## config.mk

```make
export PLATFORM = sky130hd
export DESIGN_NAME = dma_channel_wait_stall_status
export DESIGN_NICKNAME = d
export VERILOG_FILES = /design/src/verilog/dma_wait_pkg.sv /design/src/verilog/dma_channel_wait_stall_status.sv
export VERILOG_INCLUDE_DIRS = /design/src /design/src/verilog
export SDC_FILE = /design/constraint.sdc
export NUM_CORES = 1
export LEC_CHECK = 0
export BUFFER_PORTS_ARGS = -buffer_cell sky130_fd_sc_hd__buf_2
export CORE_MARGIN = 8
export CORE_UTILIZATION = 55
export CTS_CLUSTER_SIZE = 12
export DETAILED_ROUTE_END_ITERATION = 8
export GPL_TIMING_DRIVEN = 0
export PLACE_DENSITY = 0.79
export SLEW_MARGIN = 20
export SYNTH_ARGS = -nofsm -noshare
export SYNTH_HDL_FRONTEND = slang
export SYNTH_SLANG_ARGS = --single-unit
```

## constraint.sdc

```tcl
create_clock -name clk_sys -period 7.65 [get_ports clk_sys]
set_clock_uncertainty 0.15 [all_clocks]
set_input_delay 1.1475 -clock clk_sys [delete_from_list [all_inputs] [get_ports clk_sys]]
set_output_delay 1.1475 -clock clk_sys [all_outputs]
set_load 0.005 [all_outputs]
```

## src/verilog/dma_wait_map.svh

```systemverilog
// register offsets, field positions, reset values and timing counts of the wait/stall block
`ifndef DMA_WAIT_MAP_SVH
`define DMA_WAIT_MAP_SVH

`define OFS_STATUS_LO 8'h00
`define OFS_STATUS_HI 8'h04
`define OFS_CONTROL 8'h08
`define OFS_STALL_INTERVAL 8'h0c
`define OFS_REQUEST_DELAY 8'h10
`define OFS_IRQ_STATUS 8'h14
`define OFS_IRQ_MASK 8'h18

`define BIT_WAIT_LO 16
`define BIT_CHAIN_MIRROR 10
`define BIT_STALL_FLAG 9
`define BIT_CTRL_EXT_REQ 0
`define BIT_CTRL_CHAIN 1
`define BIT_IRQ_STALL 0
`define BIT_IRQ_DELAY 1

`define RST_WAIT_COUNTER 16'h0000
`define RST_STALL_INTERVAL 32'h0000_0000
`define RST_REQUEST_DELAY 16'h0000

`define WAIT_TICK_CYCLES 64
`define WAIT_TICK_SHIFT 6

`define RESP_OKAY 2'b00
`define RESP_SLVERR 2'b10

`endif

```

## src/verilog/dma_wait_pkg.sv

```systemverilog
// types shared by the wait/stall block: bus carriers and counter states
package dma_wait_pkg;

  typedef struct packed {
    logic [7:0] awaddr;
    logic awvalid;
    logic [31:0] wdata;
    logic [3:0] wstrb;
    logic wvalid;
    logic bready;
    logic [7:0] araddr;
    logic arvalid;
    logic rready;
  } axil_req_t;

  typedef struct packed {
    logic awready;
    logic wready;
    logic [1:0] bresp;
    logic bvalid;
    logic arready;
    logic [31:0] rdata;
    logic [1:0] rresp;
    logic rvalid;
  } axil_rsp_t;

  typedef enum logic [2:0] {
    WAIT_OWN = 3'b001,
    WAIT_COUNT = 3'b010,
    WAIT_HALT = 3'b100
  } wait_state_t;

endpackage : dma_wait_pkg
```

## src/verilog/dma_channel_wait_stall_status.sv

```systemverilog
// channel wait counter, stall detection and status register behind an axi4-lite slave
`include "dma_wait_map.svh"
`timescale 1ns/1ps
`default_nettype none

module dma_channel_wait_stall_status #(
  parameter int WAIT_W = 16,
  parameter int DELAY_W = 16
) (
  input wire logic clk_sys,
  input wire logic rst,
  input wire dma_wait_pkg::axil_req_t axi_req,
  output var dma_wait_pkg::axil_rsp_t axi_rsp,
  input wire logic bus_grant,
  input wire logic xfer_pending,
  output logic bus_request,
  output logic stall_detected,
  output logic irq
);

  // ************************************************************
  // parameter check
  // ************************************************************
  if (WAIT_W != 16 || DELAY_W < 1 || DELAY_W > WAIT_W) begin : g_bad_param
    $error("wait counter must be 16 bits and delay no wider");
  end

  // ************************************************************
  // state
  // ************************************************************
  typedef struct packed {
    dma_wait_pkg::axil_rsp_t rsp;
    logic aw_held;
    logic [7:0] aw_addr;
    logic w_held;
    logic [31:0] w_data;
    logic [3:0] w_strb;
    dma_wait_pkg::wait_state_t st;
    logic [WAIT_W-1:0] wait_cnt;
    logic [5:0] div;
    logic grant_prev;
    logic ext_req;
    logic chain_en;
    logic stall_flag;
    logic [31:0] stall_interval;
    logic [DELAY_W-1:0] req_delay;
    logic [1:0] irq_status;
    logic [1:0] irq_mask;
    logic bus_request;
    logic irq;
  } state_t;

  state_t s_q;
  state_t s_d;

  // ************************************************************
  // helpers
  // ************************************************************
  function automatic logic [31:0] merge(input logic [31:0] old_v, input logic [31:0] new_v,
                                        input logic [3:0] strb);
    logic [31:0] r;
    r = old_v;
    for (int i = 0; i < 4; i++) begin
      if (strb[i]) begin
        r[i*8 +: 8] = new_v[i*8 +: 8];
      end
    end
    return r;
  endfunction : merge

  function automatic logic mapped(input logic [7:0] a);
    logic ok;
    if (a == `OFS_STATUS_LO) begin
      ok = 1'b1;
    end else if (a == `OFS_STATUS_HI) begin
      ok = 1'b1;
    end else if (a == `OFS_CONTROL) begin
      ok = 1'b1;
    end else if (a == `OFS_STALL_INTERVAL) begin
      ok = 1'b1;
    end else if (a == `OFS_REQUEST_DELAY) begin
      ok = 1'b1;
    end else if (a == `OFS_IRQ_STATUS) begin
      ok = 1'b1;
    end else if (a == `OFS_IRQ_MASK) begin
      ok = 1'b1;
    end else begin
      ok = 1'b0;
    end
    return ok;
  endfunction : mapped

  localparam logic [5:0] TICK_LAST = 6'(`WAIT_TICK_CYCLES - 1);

  // ************************************************************
  // next state
  // ************************************************************
  always_comb begin
    logic do_write;
    logic [31:0] wv;
    logic [31:0] rd;
    logic release_ev;
    logic tick;
    logic stall_set;
    logic stall_clr;
    logic delay_set;
    logic [1:0] irq_clr;
    logic [WAIT_W-1:0] io_load;
    logic [WAIT_W-1:0] mem_load;
    do_write = 1'b0;
    wv = 32'h0000_0000;
    rd = 32'h0000_0000;
    release_ev = 1'b0;
    tick = 1'b0;
    stall_set = 1'b0;
    stall_clr = 1'b0;
    delay_set = 1'b0;
    irq_clr = 2'b00;
    io_load = s_q.stall_interval[`WAIT_TICK_SHIFT +: WAIT_W];
    mem_load = WAIT_W'(s_q.req_delay);
    s_d = s_q;

    // write address and data, taken in either order
    if (axi_req.awvalid && s_q.rsp.awready) begin
      s_d.aw_held = 1'b1;
      s_d.aw_addr = axi_req.awaddr;
    end
    if (axi_req.wvalid && s_q.rsp.wready) begin
      s_d.w_held = 1'b1;
      s_d.w_data = axi_req.wdata;
      s_d.w_strb = axi_req.wstrb;
    end
    if (s_q.rsp.bvalid && axi_req.bready) begin
      s_d.rsp.bvalid = 1'b0;
    end
    if (s_q.aw_held && s_q.w_held && !s_q.rsp.bvalid) begin
      do_write = 1'b1;
      s_d.aw_held = 1'b0;
      s_d.w_held = 1'b0;
      s_d.rsp.bvalid = 1'b1;
      s_d.rsp.bresp = mapped(s_q.aw_addr) ? `RESP_OKAY : `RESP_SLVERR;
    end
    s_d.rsp.awready = !s_d.aw_held && !s_d.rsp.bvalid;
    s_d.rsp.wready = !s_d.w_held && !s_d.rsp.bvalid;

    // register writes
    if (do_write) begin
      wv = merge(32'h0000_0000, s_q.w_data, s_q.w_strb);
      if (s_q.aw_addr == `OFS_STATUS_LO) begin
        stall_clr = wv[`BIT_STALL_FLAG];
      end else if (s_q.aw_addr == `OFS_CONTROL) begin
        wv = merge({30'h0, s_q.chain_en, s_q.ext_req}, s_q.w_data, s_q.w_strb);
        s_d.ext_req = wv[`BIT_CTRL_EXT_REQ];
        s_d.chain_en = wv[`BIT_CTRL_CHAIN];
      end else if (s_q.aw_addr == `OFS_STALL_INTERVAL) begin
        s_d.stall_interval = merge(s_q.stall_interval, s_q.w_data, s_q.w_strb);
      end else if (s_q.aw_addr == `OFS_REQUEST_DELAY) begin
        wv = merge(32'(s_q.req_delay), s_q.w_data, s_q.w_strb);
        s_d.req_delay = wv[DELAY_W-1:0];
      end else if (s_q.aw_addr == `OFS_IRQ_STATUS) begin
        irq_clr = wv[1:0];
      end else if (s_q.aw_addr == `OFS_IRQ_MASK) begin
        wv = merge({30'h0, s_q.irq_mask}, s_q.w_data, s_q.w_strb);
        s_d.irq_mask = wv[1:0];
      end
    end

    // 64-cycle tick for the i/o mode count
    if (s_q.ext_req) begin
      s_d.div = s_q.div + 6'h01;
      tick = (s_q.div == TICK_LAST);
    end else begin
      s_d.div = 6'h00;
    end

    // ownership tracking and wait counter
    release_ev = s_q.grant_prev && !bus_grant;
    s_d.grant_prev = bus_grant;
    case (s_q.st)
      dma_wait_pkg::WAIT_OWN: begin
        if (release_ev) begin
          s_d.st = dma_wait_pkg::WAIT_COUNT;
          s_d.div = 6'h00;
          s_d.wait_cnt = s_q.ext_req ? io_load : mem_load;
        end
      end
      dma_wait_pkg::WAIT_COUNT: begin
        if (bus_grant) begin
          s_d.st = dma_wait_pkg::WAIT_OWN;
        end else if (s_q.ext_req) begin
          if (tick) begin
            if (s_q.wait_cnt <= WAIT_W'(1)) begin
              stall_set = 1'b1;
              s_d.wait_cnt = io_load;
              s_d.st = dma_wait_pkg::WAIT_HALT;
            end else begin
              s_d.wait_cnt = s_q.wait_cnt - WAIT_W'(1);
            end
          end
        end else if (s_q.wait_cnt == '0) begin
          delay_set = 1'b1;
          s_d.st = dma_wait_pkg::WAIT_HALT;
        end else begin
          s_d.wait_cnt = s_q.wait_cnt - WAIT_W'(1);
        end
      end
      dma_wait_pkg::WAIT_HALT: begin
        if (bus_grant) begin
          s_d.st = dma_wait_pkg::WAIT_OWN;
        end else if (s_q.ext_req && stall_clr) begin
          s_d.st = dma_wait_pkg::WAIT_COUNT;
          s_d.div = 6'h00;
        end
      end
      default: begin
        s_d.st = dma_wait_pkg::WAIT_OWN;
      end
    endcase

    // sticky flags, a set in the same cycle beats the clear
    s_d.stall_flag = stall_set || (s_q.stall_flag && !stall_clr);
    s_d.irq_status[`BIT_IRQ_STALL] = stall_set ||
                                     (s_q.irq_status[`BIT_IRQ_STALL] && !irq_clr[`BIT_IRQ_STALL]);
    s_d.irq_status[`BIT_IRQ_DELAY] = delay_set ||
                                     (s_q.irq_status[`BIT_IRQ_DELAY] && !irq_clr[`BIT_IRQ_DELAY]);
    s_d.irq = |(s_d.irq_status & s_d.irq_mask);

    // memory mode holds the request back while the delay runs
    s_d.bus_request = xfer_pending && !bus_grant &&
                      (s_d.ext_req || s_d.st != dma_wait_pkg::WAIT_COUNT);

    // reads
    if (s_q.rsp.rvalid && axi_req.rready) begin
      s_d.rsp.rvalid = 1'b0;
    end
    if (axi_req.arvalid && s_q.rsp.arready) begin
      if (axi_req.araddr == `OFS_STATUS_LO) begin
        rd[`BIT_WAIT_LO +: WAIT_W] = s_q.wait_cnt;
        rd[`BIT_CHAIN_MIRROR] = s_q.chain_en;
        rd[`BIT_STALL_FLAG] = s_q.stall_flag;
      end else if (axi_req.araddr == `OFS_STATUS_HI) begin
        rd = 32'h0000_0000;
      end else if (axi_req.araddr == `OFS_CONTROL) begin
        rd[`BIT_CTRL_EXT_REQ] = s_q.ext_req;
        rd[`BIT_CTRL_CHAIN] = s_q.chain_en;
      end else if (axi_req.araddr == `OFS_STALL_INTERVAL) begin
        rd = s_q.stall_interval;
      end else if (axi_req.araddr == `OFS_REQUEST_DELAY) begin
        rd[DELAY_W-1:0] = s_q.req_delay;
      end else if (axi_req.araddr == `OFS_IRQ_STATUS) begin
        rd[1:0] = s_q.irq_status;
      end else if (axi_req.araddr == `OFS_IRQ_MASK) begin
        rd[1:0] = s_q.irq_mask;
      end
      s_d.rsp.rdata = rd;
      s_d.rsp.rresp = mapped(axi_req.araddr) ? `RESP_OKAY : `RESP_SLVERR;
      s_d.rsp.rvalid = 1'b1;
    end
    s_d.rsp.arready = !s_d.rsp.rvalid;
  end

  // ************************************************************
  // registers
  // ************************************************************
  always_ff @(posedge clk_sys or posedge rst) begin
    if (rst) begin
      s_q <= '0;
      s_q.st <= dma_wait_pkg::WAIT_OWN;
      s_q.wait_cnt <= `RST_WAIT_COUNTER;
      s_q.stall_interval <= `RST_STALL_INTERVAL;
      s_q.req_delay <= DELAY_W'(`RST_REQUEST_DELAY);
      s_q.rsp.awready <= 1'b1;
      s_q.rsp.wready <= 1'b1;
      s_q.rsp.arready <= 1'b1;
    end else begin
      s_q <= s_d;
    end
  end

  // ************************************************************
  // outputs
  // ************************************************************
  assign axi_rsp = s_q.rsp;
  assign bus_request = s_q.bus_request;
  assign stall_detected = s_q.stall_flag;
  assign irq = s_q.irq;

endmodule : dma_channel_wait_stall_status

`default_nettype wire

```

==> out/metrics.yaml <==
routing:
  drt-wirelength-per-cell_um: 19.9
  drc: 0
  drt_first_iter_violations: 452
  wl_met1_mm: 8.49
  routed_wl_mm: 20.6
  wl_met3_mm: 1.71
  vias: 6060
  topRoutingLayerUsed: "met4"
  dr.pass1.iters: 5
  viasPerCell: 5.84
  ant_nets: 0
  wl_met2_mm: 9.86
global_routing:
  grt-ovfl-total: 0
  grt_pass1_vias: 6242
  antenna_found_initial: 0
  grt_start_max_net_pins: 97
  grt_pass1_wl_mm: 33.3
  track_usage_pct: 23.1
clocking:
  cts_tree: "done"
  h-tree-depth: 4
  clkSinkCount: 168
  postCtsSetupBuffers: 0
  clk_pin_slew_ns: 0.06
  cts_made_buffers: 17
  hold_buffers: 0
  clock_latency_ns: 0.44
  cts_root_buf: "clkbuf_16"
  cts_buffer_depth: 2
  cts_resized: 0
die:
  fp.dieW_um: 138
  ios: 105
  start_util_pct: 56.1
  row_count: 44
  die_area_mm2: 0.0189
  die_y_um: 138
  core_mm2: 0.0145
status:
  status: "complete, no violations"
worst_hold_path:
  worstHoldPathType: "reg2reg"
  min_from: "s_q[119]"
  whs_endpoint: "axi_rsp[39]"
  hold-path-cell-count: 1
placed_design:
  place_inst: 1006
  gp_congestion: 0.979
  placed_area_mm2: 0.00890
  hpwl_mm: 15.1
  port_buffers: 100
  dp_slack_ns: 4.12
worst_setup_path:
  critical-path-max-stage-delay_ns: 0.81
  worst-endpoint-arrival_ns: 3.33
  crit_path_start: "axi_req[2]"
  path_cells: "buf_2, or4_1, nor4_2, buf_2, a22oi_1, o21ai_0"
  crit-reg2reg-capture: "s_q[72]"
  slowest_stage: "nor4_2"
  r2r_cells: 6
  cp_max_fo: 10
  path_class: "in2reg"
  crit_required_ns: 7.84
  reg2reg_from: "s_q[73]"
  cp-end-kind: "register"
  r2r_slack_ns: 4.87
  worst_setup_path_start_kind: "input pin"
  crit_path_frequent_cell: "buf_2"
timing:
  fin_crit_ns: 3.13
  finalSetupViolCount: 0
  fin_ws_ns: 4.52
  rsz0062_at_grt: "no"
  slew_headroom_pct: 22.1
  max_slew.worst_pin.slew_ns: 1.16
  hold_violations: 0
  max_freq_ghz: 0.319
  finalCritPeriodShare_pct: 41.0
  finalMaxSlewViolations: 0
synthesis:
  synth_area_mm2: 0.00813
  yosys.area_share.simple_pct: 11.7
  synth_xor_area_share_pct: 1.72
  synth-seq-cells: 168
  seq_area_frac_synth_pct: 51.8
  yosys.area_share.adder_pct: 0.462
  synth_top_family_by_area: "multiplexers"
  yosysTopAreaCell: "dfrtp_1"
  synth_enable_flop_cells: 0
  synth_area_leaders: "dfrtp_1, mux2_2, buf_4"
  synth_top_cell_area_share_pct: 50.5
  synthArstFlopShare_pct: 100
  yosysUniqueCellTypes: 62
  synth_ff_type: "dfrtp_1"
  synth_warnings: 0
  synth_compound_area_share_pct: 11.7
  post_synth_mux_area_share_pct: 16.3
  synth_area_per_cell_um2: 11.3
  synthCells: 720
final_layout:
  antenna_cells: 0
  fin_cells: 1038
  post-route-util_pct: 65.9
  synthToLayoutAreaGrowth_pct: 17.4
  final_cell_mix: "dfrtp_1, buf_2, mux2_2"
  final_nets: 905
  final_common_cell: "dfrtp_1"
  design_area_mm2: 0.00954
  drive_gt1_share_pct: 36.9
run:
  drv_cap: 0
power:
  p_leak_nw: 4.44
  power.total_w: 0.00272
  power_density_mw_per_mm2: 285
  vdd_drop_max_mv: 0.228
## routing by layer
metal  global-route usage, %  vias to the layer above
met1                    29.4                     3015
met2                    36.3                      222
met4                    8.93                        0
li1                        -                     2788
met3                    7.08                       35
met5                       0                        -
## report_power, final
group          total [W]  internal [W]  switching, W
Clock           0.000943      0.000566      0.000377
Sequential       0.00123       0.00107      0.000159
Combinational   0.000547      0.000283      0.000264
## final cells by class
cell class | instances | area (um2)
fill | 1128 | 4930
sequential | 168 | 4210
multi-input combinational | 465 | 3410
timing repair buffer | 101 | 528
buffer | 74 | 454
clock buffer | 19 | 443
tap | 184 | 230
clock inverter | 13 | 205
inverter | 14 | 60.1
## kinds of logic after synthesis
kind of cell	count (synthesis)
AO/OA/AOI/OAI	144
XOR/XNOR	16
adder cells (fa/ha/maj)	3
buffers and inverters	88
flip-flops	168
multiplexers	119
other	1
AND/OR/NAND/NOR	181
## flip-flops by register name, indices dropped and copies added, names as in the netlist
register,flops
s_q,126
bus_request,1
stall_detected,1
irq,1
axi_rsp,39
## per-stage QoR
step	TNS (ns)	hold slack, ns
after CTS	0	0.300
after global routing	0	0.334
final	0	0.297
after global placement	-0.178	0.284
after floorplan	0	0.245
after detailed placement	0	0.285
## synth_stat cells, types with 3 or more instances
cell type / count
a211oi_1: 13
a21oi_1: 12
a22oi_1: 37
a31oi_1: 3
and2_1: 3
and3_1: 4
buf_2: 6
buf_4: 43
clkbuf_1: 23
dfrtp_1: 164
dfstp_2: 4
ha_1: 3
inv_1: 14
mux2_2: 105
mux2i_1: 14
nand2_1: 66
nand2_2: 4
nand2b_1: 5
nand3_1: 15
nand3b_1: 3
nand4_1: 3
nand4b_1: 3
nor2_1: 36
nor2b_1: 6
nor3_1: 4
nor3_2: 3
nor4_1: 3
nor4_2: 4
o211ai_1: 9
o21a_1: 5
o21ai_0: 47
or2_2: 3
or3_1: 3
or3_4: 3
xnor2_1: 13
xor2_1: 3
## worst max path at each step
stage,end,slack (ns)
after floorplan,axi_rsp[0],1.81
after global placement,s_q[71],-0.007
after detailed placement,axi_rsp[28],4.12
after CTS,axi_rsp[21],4.56
after global routing,axi_rsp[27],4.45
final,axi_rsp[21],4.52
## critical path, delay by kind of cell
family / cells / cell delay, ns
compound gates: 2 / 0.30
simple gates: 2 / 1.42
buf+inv: 2 / 0.45
No activity file was read; power rests on OpenSTA's default activity.
